[config.mk]
export PLATFORM = sky130hd
export DESIGN_NAME = nco_preset_freq_phase
export DESIGN_NICKNAME = d
export VERILOG_FILES = /design/src/inc/nco_pkg.sv /design/src/hdl/nco_preset_freq_phase.sv /design/src/hdl/nco_preset_bank.sv
export VERILOG_INCLUDE_DIRS = /design/src /design/src/inc
export SDC_FILE = /design/constraint.sdc
export NUM_CORES = 1
export LEC_CHECK = 0
export BUFFER_PORTS_ARGS = -buffer_cell sky130_fd_sc_hd__buf_2
export CAP_MARGIN = 20
export CORE_MARGIN = 4
export CORE_UTILIZATION = 35
export CTS_CLUSTER_DIAMETER = 100
export DETAILED_ROUTE_END_ITERATION = 8
export SETUP_SLACK_MARGIN = 0.2
export SLEW_MARGIN = 10
export SYNTH_ARGS = -nofsm -noshare
export SYNTH_HDL_FRONTEND = slang
export SYNTH_SLANG_ARGS = --single-unit
[constraint.sdc]
create_clock -name mclk -period 10.2 [get_ports mclk]
set_input_delay 0.51 -clock mclk [delete_from_list [all_inputs] [get_ports mclk]]
set_output_delay 0.51 -clock mclk [all_outputs]
set_load 0.02 [all_outputs]
[src/inc/nco_defines.svh]
/*
 * Register offsets, reset values and field sizes of the oscillator preset set.
 * Assumes byte addresses on a 12-bit register port with one 32-bit word per register.
 */
`ifndef NCO_DEFINES_SVH
`define NCO_DEFINES_SVH

// ****************************************************************
// Register map
// ****************************************************************
`define NCO_TUNE_WORD_A_P0_OFS 12'h220
`define NCO_PHASE_OFFSET_A_P0_OFS 12'h224
`define NCO_TUNE_WORD_A_P1_OFS 12'h228
`define NCO_PHASE_OFFSET_A_P1_OFS 12'h22C
`define NCO_TUNE_WORD_A_P2_OFS 12'h230
`define NCO_PHASE_OFFSET_A_P2_OFS 12'h234
`define NCO_TUNE_WORD_A_P3_OFS 12'h238
`define NCO_PHASE_OFFSET_A_P3_OFS 12'h23C
`define NCO_BANK_A_BASE 12'h220
`define NCO_BANK_B_BASE 12'h240
`define NCO_BANK_MASK 12'h01F

// ****************************************************************
// Reset values and fields
// ****************************************************************
`define NCO_TUNE_WORD_RST 32'hC000_0000
`define NCO_PHASE_OFFSET_RST 16'h0000
`define NCO_ACC_RST 32'h0000_0000
`define NCO_DIV_OFF 16'h0000
`define NCO_DIV_CNT_RST 16'h0000
`define NCO_DIV_STEP 16'h0001
`define NCO_PHASE_LOW_FILL 16'h0000
`define NCO_READ_IDLE 32'h0000_0000

`endif

[src/inc/nco_pkg.sv]
/*
 * Types shared by the oscillator preset set.
 * Assumes the defines header is compiled alongside.
 */
package nco_pkg;

	typedef logic [31:0] word_t;
	typedef logic [15:0] half_t;

	typedef enum logic {
		CHAN_A,
		CHAN_B
	} chan_t;

	typedef enum logic [1:0] {
		SYNC_IDLE,
		SYNC_PRIMED,
		SYNC_ARMED
	} sync_state_t;

endpackage

[src/hdl/nco_preset_freq_phase.sv]
/*
 * Numerically controlled oscillator preset set for two down-converter channels.
 * Holds four tuning words and phase offsets per channel, runs one phase
 * accumulator per channel on the sample clock and adds the active offset.
 * Assumes preset selection, mode, divisor and arm bit come from logic on mclk,
 * and that sysref arrives asynchronously from a pin.
 */
`include "nco_defines.svh"

module nco_preset_freq_phase #(
	parameter int PRESETS = 4,
	parameter int PHASE_W = 16,
	parameter int DIV_W = 16
) (
	input wire logic mclk, // Sample clock, 20 MHz.
	input wire logic reset_n, // Asynchronous reset, active low.
	input wire logic [11:0] reg_addr, // Register byte address.
	input wire logic [31:0] reg_wdata, // Register write data.
	input wire logic reg_wr, // Register write strobe.
	input wire logic reg_rd, // Register read strobe.
	output logic [31:0] reg_rdata, // Read data, the cycle after reg_rd.
	input wire logic interleave_mode, // High in interleaved single-channel mode.
	input wire logic [$clog2(PRESETS)-1:0] preset_sel_a, // Active preset, channel A.
	input wire logic [$clog2(PRESETS)-1:0] preset_sel_b, // Active preset, channel B.
	input wire logic [DIV_W-1:0] reference_divisor, // Divisor, zero disables it.
	input wire logic sync_arm_bit, // Arm level from the sync control register.
	input wire logic sysref, // Asynchronous sysref pin.
	output logic [31:0] phase_a, // Channel A oscillator phase.
	output logic [31:0] phase_b, // Channel B oscillator phase.
	output logic sync_armed, // High while armed and waiting for sysref.
	output logic sync_done // One-cycle pulse when sysref initialized the phase.
);

	localparam int SW = $clog2(PRESETS);
	localparam int CHANNELS = 2;

	// ****************************************************************
	// Register port decode
	// ****************************************************************
	logic hit_a;
	logic hit_b;
	logic word_aligned;
	logic [SW:0] word_index;
	logic [31:0] rd_data_a;
	logic [31:0] rd_data_b;

	assign word_aligned = (reg_addr[1:0] == 2'b00);
	assign hit_a = word_aligned && ((reg_addr & ~`NCO_BANK_MASK) == `NCO_BANK_A_BASE);
	assign hit_b = word_aligned && ((reg_addr & ~`NCO_BANK_MASK) == `NCO_BANK_B_BASE);
	assign word_index = reg_addr[SW+2:2];

	// ****************************************************************
	// Preset banks
	// ****************************************************************
	logic [31:0] bank_freq [CHANNELS];
	logic [PHASE_W-1:0] bank_phase [CHANNELS];
	logic [SW-1:0] sel_b_eff;

	assign sel_b_eff = interleave_mode ? preset_sel_a : preset_sel_b;

	nco_preset_bank #(
		.PRESETS(PRESETS),
		.PHASE_W(PHASE_W)
	) u_bank_a (
		.mclk(mclk),
		.reset_n(reset_n),
		.wr_en(reg_wr && hit_a),
		.rd_en(reg_rd && hit_a),
		.index(word_index),
		.wdata(reg_wdata),
		.sel(preset_sel_a),
		.rd_data_ff(rd_data_a),
		.act_freq(bank_freq[0]),
		.act_phase(bank_phase[0])
	);

	nco_preset_bank #(
		.PRESETS(PRESETS),
		.PHASE_W(PHASE_W)
	) u_bank_b (
		.mclk(mclk),
		.reset_n(reset_n),
		.wr_en(reg_wr && hit_b),
		.rd_en(reg_rd && hit_b),
		.index(word_index),
		.wdata(reg_wdata),
		.sel(sel_b_eff),
		.rd_data_ff(rd_data_b),
		.act_freq(bank_freq[1]),
		.act_phase(bank_phase[1])
	);

	// Unmapped addresses leave both banks idle, so they read as zero.
	assign reg_rdata = rd_data_a | rd_data_b;

	// ****************************************************************
	// Active preset per channel
	// ****************************************************************
	logic [31:0] act_freq [CHANNELS];
	logic [PHASE_W-1:0] act_phase [CHANNELS];

	// Interleaved mode drives channel B from the channel A bank, so the
	// two accumulators stay in step and B's stored presets have no effect.
	// ignore channel B presets
	always_comb begin
		act_freq[0] = bank_freq[0];
		act_phase[0] = bank_phase[0];
		if (interleave_mode) begin
			act_freq[1] = bank_freq[0];
			act_phase[1] = bank_phase[0];
		end else begin
			act_freq[1] = bank_freq[1];
			act_phase[1] = bank_phase[1];
		end
	end

	// ****************************************************************
	// Sysref synchronizer and edge detect
	// ****************************************************************
	logic sysref_meta_ff;
	logic sysref_sync_ff;
	logic sysref_prev_ff;
	logic sysref_rise;

	always_ff @(posedge mclk or negedge reset_n) begin
		if (!reset_n) begin
			sysref_meta_ff <= 1'b0;
			sysref_sync_ff <= 1'b0;
		end else begin
			sysref_meta_ff <= sysref;
			sysref_sync_ff <= sysref_meta_ff;
		end
	end

	always_ff @(posedge mclk or negedge reset_n) begin
		if (!reset_n) begin
			sysref_prev_ff <= 1'b0;
		end else begin
			sysref_prev_ff <= sysref_sync_ff;
		end
	end

	assign sysref_rise = sysref_sync_ff && !sysref_prev_ff;

	// ****************************************************************
	// Sync arming
	// ****************************************************************
	nco_pkg::sync_state_t sync_state_ff;
	nco_pkg::sync_state_t nxt_sync_state;
	logic sync_fire;
	logic sync_done_ff;

	// The arm level must be seen low before a high arms; a high left
	// standing after one initialization never arms a second time.
	// one-shot arming
	always_comb begin
		nxt_sync_state = sync_state_ff;
		sync_fire = 1'b0;
		unique case (sync_state_ff)
			nco_pkg::SYNC_IDLE: begin
				if (!sync_arm_bit) begin
					nxt_sync_state = nco_pkg::SYNC_PRIMED;
				end
			end
			nco_pkg::SYNC_PRIMED: begin
				if (sync_arm_bit) begin
					nxt_sync_state = nco_pkg::SYNC_ARMED;
				end
			end
			nco_pkg::SYNC_ARMED: begin
				if (!sync_arm_bit) begin
					nxt_sync_state = nco_pkg::SYNC_PRIMED;
				end else if (sysref_rise) begin
					nxt_sync_state = nco_pkg::SYNC_IDLE;
					sync_fire = 1'b1;
				end
			end
			default: begin
				nxt_sync_state = nco_pkg::SYNC_IDLE;
			end
		endcase
	end

	always_ff @(posedge mclk or negedge reset_n) begin
		if (!reset_n) begin
			sync_state_ff <= nco_pkg::SYNC_IDLE;
		end else begin
			sync_state_ff <= nxt_sync_state;
		end
	end

	always_ff @(posedge mclk or negedge reset_n) begin
		if (!reset_n) begin
			sync_done_ff <= 1'b0;
		end else begin
			sync_done_ff <= sync_fire;
		end
	end

	assign sync_armed = (sync_state_ff == nco_pkg::SYNC_ARMED);
	assign sync_done = sync_done_ff;

	// ****************************************************************
	// Phase accumulators
	// ****************************************************************
	logic [31:0] acc_ff [CHANNELS];
	logic [DIV_W-1:0] div_cnt_ff [CHANNELS];
	logic [31:0] phase_out_ff [CHANNELS];
	logic div_on;
	logic [DIV_W-1:0] div_last;

	assign div_on = (reference_divisor != `NCO_DIV_OFF);
	assign div_last = reference_divisor - `NCO_DIV_STEP;

	for (genvar ch = 0; ch < CHANNELS; ch++) begin : g_chan
		logic div_wrap;

		assign div_wrap = div_on && (div_cnt_ff[ch] >= div_last);

		// With a divisor the tuning word is exact over divisor samples,
		// so the count restarts the accumulator on that period.
		// divisor period
		always_ff @(posedge mclk or negedge reset_n) begin
			if (!reset_n) begin
				div_cnt_ff[ch] <= `NCO_DIV_CNT_RST;
			end else if (sync_fire || !div_on || div_wrap) begin
				div_cnt_ff[ch] <= `NCO_DIV_CNT_RST;
			end else begin
				div_cnt_ff[ch] <= div_cnt_ff[ch] + `NCO_DIV_STEP;
			end
		end

		// A new tuning word is picked up on the next edge; the current
		// phase is kept, so the phase after the change is not realigned.
		// modulo accumulation
		always_ff @(posedge mclk or negedge reset_n) begin
			if (!reset_n) begin
				acc_ff[ch] <= `NCO_ACC_RST;
			end else if (sync_fire) begin
				acc_ff[ch] <= `NCO_ACC_RST;
			end else if (div_wrap) begin
				acc_ff[ch] <= `NCO_ACC_RST;
			end else begin
				acc_ff[ch] <= acc_ff[ch] + act_freq[ch];
			end
		end

		always_ff @(posedge mclk or negedge reset_n) begin
			if (!reset_n) begin
				phase_out_ff[ch] <= `NCO_ACC_RST;
			end else begin
				phase_out_ff[ch] <= acc_ff[ch] + {act_phase[ch], `NCO_PHASE_LOW_FILL};
			end
		end
	end

	// ****************************************************************
	// Outputs
	// ****************************************************************
	assign phase_a = phase_out_ff[0];
	assign phase_b = phase_out_ff[1];

endmodule

[src/hdl/nco_preset_bank.sv]
/*
 * One channel's preset bank: tuning words and phase offsets with register access.
 * Assumes the owner decodes the bank and gives a word index: even is tuning, odd is phase.
 */
`include "nco_defines.svh"

module nco_preset_bank #(
	parameter int PRESETS = 4,
	parameter int PHASE_W = 16
) (
	input wire logic mclk, // Sample clock.
	input wire logic reset_n, // Asynchronous reset, active low.
	input wire logic wr_en, // Write strobe for this bank.
	input wire logic rd_en, // Read strobe for this bank.
	input wire logic [$clog2(PRESETS):0] index, // Word index inside the bank.
	input wire logic [31:0] wdata, // Write data.
	input wire logic [$clog2(PRESETS)-1:0] sel, // Active preset.
	output logic [31:0] rd_data_ff, // Read data, valid the cycle after rd_en.
	output logic [31:0] act_freq, // Tuning word of the active preset.
	output logic [PHASE_W-1:0] act_phase // Phase offset of the active preset.
);

	localparam int SW = $clog2(PRESETS);

	logic [31:0] freq_ff [PRESETS];
	logic [PHASE_W-1:0] phase_ff [PRESETS];
	logic [SW-1:0] slot;
	logic is_phase;

	assign slot = index[SW:1];
	assign is_phase = index[0];

	// ****************************************************************
	// Preset storage
	// ****************************************************************
	// tuning word reset
	always_ff @(posedge mclk or negedge reset_n) begin
		if (!reset_n) begin
			for (int i = 0; i < PRESETS; i++) begin
				freq_ff[i] <= `NCO_TUNE_WORD_RST;
				phase_ff[i] <= `NCO_PHASE_OFFSET_RST;
			end
		end else if (wr_en) begin
			if (is_phase) begin
				phase_ff[slot] <= wdata[PHASE_W-1:0];
			end else begin
				freq_ff[slot] <= wdata;
			end
		end
	end

	// ****************************************************************
	// Read port
	// ****************************************************************
	// paired register readback
	always_ff @(posedge mclk or negedge reset_n) begin
		if (!reset_n) begin
			rd_data_ff <= `NCO_READ_IDLE;
		end else if (rd_en) begin
			rd_data_ff <= is_phase ? {{(32-PHASE_W){1'b0}}, phase_ff[slot]} : freq_ff[slot];
		end else begin
			rd_data_ff <= `NCO_READ_IDLE;
		end
	end

	assign act_freq = freq_ff[sel];
	assign act_phase = phase_ff[sel];

endmodule

# Yosys cells after proc, flatten, opt, wreduce, memory -nomap -nowiden
# Index checks and enable logic that the tools add are counted.
[classes]
add_sub_neg = 7
order_cmp = 6
eq_ne = 7
n_mux = 53
n_bitwise = 5
n_reduce_logical = 23
[op_table]
columns = ["operator", "count"]
rows = [
  ["32-bit two-way mux", 18],
  ["32-bit binary-select mux with 2-bit select", 4],
  ["128-bit bitwise mux", 2],
  ["16-bit two-way mux", 12],
  ["32-bit adder", 4],
  ["16-bit binary-select mux with 2-bit select", 4],
  ["64-bit bitwise mux", 2],
  ["32-bit demux with 2-bit select", 1],
  ["16-bit by 1-bit adder with 16-bit output (second input constant)", 2],
  ["16-bit demux with 2-bit select", 1],
  ["16-bit >= comparator", 2],
  ["32-bit bitwise OR", 1],
  ["16-bit nonzero test", 1],
  ["16-bit by 1-bit subtractor with 16-bit output (second input constant)", 1],
  ["7-bit by 5-bit == test with 1-bit output (second input constant)", 2],
  ["1-bit logical AND", 10],
  ["2-bit two-way mux", 5],
  ["3-bit >= comparator (second input constant)", 3],
  ["2-bit inverter with 3-bit output", 3],
  ["2-bit AND reduction", 4],
  ["2-bit case mux with 3 select lines", 1],
  ["2-bit logical NOT", 2],
  ["2-bit inequality test (second input constant)", 2],
  ["1-bit logical OR", 3],
  ["8 further kinds", 11],
]
[word_totals]
register_bits = 614
input_bits = 71
elab_cells = 130

# Longest topological paths before layout
[depth]
depth_word = 9
mapped_depth = 17
mapped_depth_nobuf = 15

# Hierarchy
# From an unflattened synthesis, not the netlist that was laid out.
[hier_totals]
hier_cells = 2494
hier_area_um2 = 32935.3
[by_module_without_submodules]
columns = ["module", "instances", "cells_each", "area_each_um2", "seq_area_each_um2"]
rows = [
  ["nco_preset_bank", 2, 653, 10822.9, 5615.4],
  ["nco_preset_freq_phase", 1, 1188, 11289.6, 4154.0],
]

# Worst setup path before layout
# OpenSTA, ideal clock, no wires.
[synth_timing]
kind = "in2reg"
startpoint = "input interleave_mode"
endpoint = "register phase_out_ff, in the netlist phase_b[30]"
setup_time_ns = 0.087
t_arrival_ns = 5.379
required_time_ns = 10.113
setup_slack_ns = 4.735
cell_stages = 17
path_buffers = 3
path_cell_list = "clkbuf_1 -> mux2i_1 -> clkbuf_1 -> buf_2 -> mux4_2 -> mux2_2 -> ha_1 -> fa_1 -> a21o_1 -> a21oi_1 -> o21ai_0 -> a21o_1 -> a21oi_1 -> o21ai_0 -> o41ai_1 -> or4b_2 -> o211ai_1"
[synth_between]
elab_chain_len = 7
[synth_lines]
columns = ["element", "line_no", "text"]
rows = [
  ["from (decl)", "nco_preset_freq_phase.sv:22", "input wire logic interleave_mode,"],
  ["2-bit two-way mux", "nco_preset_freq_phase.sv:59", "assign sel_b_eff = interleave_mode ? preset_sel_a : preset_sel_b;"],
  ["2-bit inverter with 3-bit output (implied by the code)", "nco_preset_bank.sv:67", "assign act_phase = phase_ff[sel];"],
  ["16-bit binary-select mux with 2-bit select", "nco_preset_bank.sv:67", ""],
  ["16-bit two-way mux (implied by the code) (2 in series)", "nco_preset_bank.sv:67", ""],
  ["16-bit two-way mux (*)", "nco_preset_freq_phase.sv:108", "if (interleave_mode) begin"],
  ["32-bit adder (*)", "nco_preset_freq_phase.sv:252", "phase_out_ff[ch] <= acc_ff[ch] + {act_phase[ch], `NCO_PHASE_LOW_FILL};"],
  ["to (signal, indexed assignment)", "nco_preset_freq_phase.sv:250", "phase_out_ff[ch] <= `NCO_ACC_RST;"],
  ["to (signal, indexed assignment)", "nco_preset_freq_phase.sv:252", ""],
  ["to (decl)", "nco_preset_freq_phase.sv:208", "logic [31:0] phase_out_ff [CHANNELS];"],
]
# Mark *: on every way between the ends. The rest lies on a longest branch, timed or not. The select of a mux whose other input is x is not followed.
# A chain may end at the register's enable or synchronous reset.

# Worst setup path in the final report
# Ends and elaborated chain as after synthesis.

==> results.sh <==
export IMPL_insertion_delay_ns=0.62
export IMPL_ys_ff_latch=614
export IMPL_initial_core_util=0.355
export IMPL_cpPeakStageDelay_ns=0.70
export IMPL_yosys_warnings=0
export IMPL_drv_slew=0
export IMPL_status="complete, no violations"
export IMPL_clkTransAtPathRegs_ns=0.06
export IMPL_post_cts_resized=0
export IMPL_synth_edf_count=0
export IMPL_synth_async_reset_ratio=1.00
export IMPL_drive_above_1_share=0.395
export IMPL_crit_path_start="interleave_mode"
export IMPL_cp_max_fo=49
export IMPL_synth_area_top_cells="dfrtp_1 (47%), mux2_2 (15%), mux4_2 (13%), ha_1 (4.8%), nor2_1 (2.0%)"
export IMPL_dp_hpwl_mm=65.1
export IMPL_gp_congestion=0.909
export IMPL_synth_ff_type="dfrtp_1"
export IMPL_cts_tree="done"
export IMPL_core_area_mm2=0.0906
export IMPL_place_area_mm2=0.0344
export IMPL_synth_cells=2378
export IMPL_arrival_ns=6.27
export IMPL_maxCapViolCount=0
export IMPL_cts_made_buffers=73
export IMPL_cp_required_ns=10.74
export IMPL_finClkSkew_ns=0.0293
export IMPL_hold_violations=0
export IMPL_critPathCaptureType="flip-flop"
export IMPL_die_area_mm2=0.0967
export IMPL_io_pins=169
export IMPL_nets=2738
export IMPL_grtUsageTotal=0.192
export IMPL_tns_ns=0
export IMPL_num_rows=110
export IMPL_antenna_found_initial=7
export IMPL_avgSynthCellArea_um2=13.5
export IMPL_r2r_start="u_bank_a.phase_ff[0]"
export IMPL_grt_first_pass_wirelength_mm=142
export IMPL_post_route_min_period_ns=5.73
export IMPL_areaGrowthSynthToFinish_pct=15.2
export IMPL_power_switching_mw=1.53
export IMPL_r2r_cells=13
export IMPL_syn_cell_area_mm2=0.0321
export IMPL_first_pass_iters=4
export IMPL_synthTopCellsByCount="dfrtp_1 (598), mux2_2 (430), mux4_2 (192)"
export IMPL_grt_max_degree=184
export IMPL_internal_power_mw=4.43
export IMPL_synth_top_area_share=0.466
export IMPL_chipWidth_um=311
export IMPL_wirelength_mm=94.2
export IMPL_rsz0062_at_grt="no"
export IMPL_hp_class="input port to asynchronous set/reset pin"
export IMPL_dr_total_vias=21178
export IMPL_power_density_mw_per_mm2=161
export IMPL_comb_power_share=0.098
export IMPL_setup_viol=0
export IMPL_via_per_inst=5.61
export IMPL_ant_nets=0
export IMPL_tightestPinTransition_ns=1.13
export IMPL_swShare=0.257
export IMPL_wire_per_inst_um=24.9
export IMPL_yosysTopAreaCell="dfrtp_1"
export IMPL_post_route_period_util=0.562
export IMPL_drt_initial_drc_count=1670
export IMPL_stdcell_area_mm2=0.0370
export IMPL_power_frac_clock=0.460
export IMPL_root_buffer="clkbuf_16"
export IMPL_portBuffers=168
export IMPL_rrSetupSlack_ns=5.75
export IMPL_leakagePower_nw=18.1
export IMPL_clockBufferDepth=3
export IMPL_nFillCells=8326
export IMPL_crit_end="phase_b[30]"
export IMPL_critPathLaunchType="input port"
export IMPL_path_class="input port to flip-flop"
export IMPL_fmax_ghz=0.174
export IMPL_yosysMostFrequentCell="dfrtp_1"
export IMPL_grt_overflow=0
export IMPL_regArea_mm2=0.0154
export IMPL_grt_pass1_vias=22298
export IMPL_yosysSeqAreaShare=0.479
export IMPL_cts_sinks=614
export IMPL_drc=0
export IMPL_relSlewSlack=0.245
export IMPL_crit_chain="buf_2 > buf_4 > mux2i_4 > buf_4 > mux4_2 > mux2_2 > ha_1 > fa_1 > a21o_1 > a21oi_1 > o21ai_0 > a21o_1 > a21oi_1 > o21ai_0 > o41ai_1 > or4b_2 > o211ai_1"
export IMPL_vdd_drop_max_mv=0.108
export IMPL_fp_dieH_um=311
export IMPL_cp_slowest_cell="buf_4"
export IMPL_power_mw=5.96
export IMPL_synth_fp_nets=2576
export IMPL_multiInputGateArea_mm2=0.0162
export IMPL_h_tree_depth=3
export IMPL_regToRegEndpoint="phase_b[30]"
export IMPL_synth_cell_types=67
export IMPL_sequentialPowerShare=0.442
[power groups by stage]
stage | Sequential (mW) | Clock [mW] | Combinational (mW)
3_3_place_gp | 2.67 | 0 | 0.566
2_1_floorplan | 2.67 | 0 | 0.323
6_report | 2.63 | 2.74 | 0.586
4_1_cts | 2.64 | 2.80 | 0.587
3_5_place_dp | 2.68 | 0 | 0.583
5_1_grt | 2.64 | 2.89 | 0.649
[sequential cells by signal, summed over array words and instances, names as in the netlist]
signal and flops:
sysref_meta_ff 1, u_bank_b.phase_ff 64, sync_state_ff 2, u_bank_b.rd_data_ff 32
sync_done 1, sysref_sync_ff 1, phase_a 32, phase_b 32
u_bank_a.phase_ff 64, u_bank_a.rd_data_ff 32, acc_ff 64, u_bank_b.freq_ff 128
div_cnt_ff 32, sysref_prev_ff 1, u_bank_a.freq_ff 128
[placed cells by master, fill, tap and decap left out, drive strengths merged, types with 5 or more instances in the layout]
cell type	count
or3	6
a221oi	5
buf	211
bufinv	9
nor4	6
a2111oi	6
nand4	13
a211o	6
xor2	57
or2	36
nor2b	50
inv	33
a211oi	13
o211ai	6
nor3	37
clkinv	13
mux2	430
o21bai	14
nand2b	12
dfstp	16
o21a	16
dfrtp	598
a21o	47
a21oi	70
mux4	192
and3	21
clkbuf	106
nand3	33
o21ai	39
xnor2	62
and2	10
ha	123
nor2	168
a31oi	5
nand2	49
mux2i	37
[through the flow]
stage / utilization / hold slack (ns) / setup slack, ns / instances
global route: 0.409 / 0.0820 / 4.19 / 3774
CTS: 0.408 / 0.0278 / 4.57 / 3771
global placement: 0.380 / 0.343 / 4.07 / 3636
finish: 0.409 / 0.00117 / 4.47 / 3775
floorplan: - / 0.214 / 4.73 / 2378
detailed placement: 0.380 / 0.336 / 3.93 / 3637
[layer usage]
metal / routed length [µm] / GRT usage / vias up
li1: - / - / 9161
met1: 40800 / 0.262 / 11225
met2: 45900 / 0.319 / 661
met3: 5370 / 0.0334 / 129
met4: 2110 / 0.0499 / 2
met5: 13 / 0 / -
[final cells by class]
| cell class | instances | share of cell area |
|---|---|---|
| tap | 1176 | 0.0398 |
| clock inverter | 27 | 0.0109 |
| multi-input combinational | 1611 | 0.439 |
| timing repair buffer | 212 | 0.0345 |
| sequential | 614 | 0.416 |
| clock buffer | 106 | 0.0574 |
| inverter | 28 | 0.00284 |
| antenna | 1 | 0.0000676 |
[how the worst min path moves through the flow]
stage / start / end / slack, ns / depth (start not counted)
2_1_floorplan: reset_n / acc_ff[0] / 0.21 / 0
3_3_place_gp: sysref_meta_ff / sysref_sync_ff / 0.34 / 0
3_5_place_dp: sysref_meta_ff / sysref_sync_ff / 0.34 / 0
4_1_cts: reset_n / phase_a[28] / 0.03 / 1
5_1_grt: reset_n / phase_a[28] / 0.08 / 1
6_report: reset_n / phase_a[28] / 0.001 / 1
[what timing repair did]
| action | 4_1_cts | 5_1_grt |
|---|---|---|
| buffers inserted | 0 | 0 |
| hold buffers | 1 | 0 |
| hold endpoints to repair | 1 | 0 |
[cell families after synthesis]
kind of cell             synth area share
flip-flops                          0.479
multiplexers                        0.297
XOR/XNOR                           0.0327
adder cells (fa/ha/maj)            0.0507
AO/OA/AOI/OAI                      0.0528
buffers and inverters              0.0183
AND/OR/NAND/NOR                    0.0699
[critical path: cells and delay by family]
family                   cells  cell delay, ns
AO/OA/AOI/OAI                8            1.86
buffers and inverters        3            1.55
multiplexers                 3            1.04
adder cells (fa/ha/maj)      2            0.66
AND/OR/NAND/NOR              1            0.64
No activity file was read; power rests on OpenSTA's default activity.
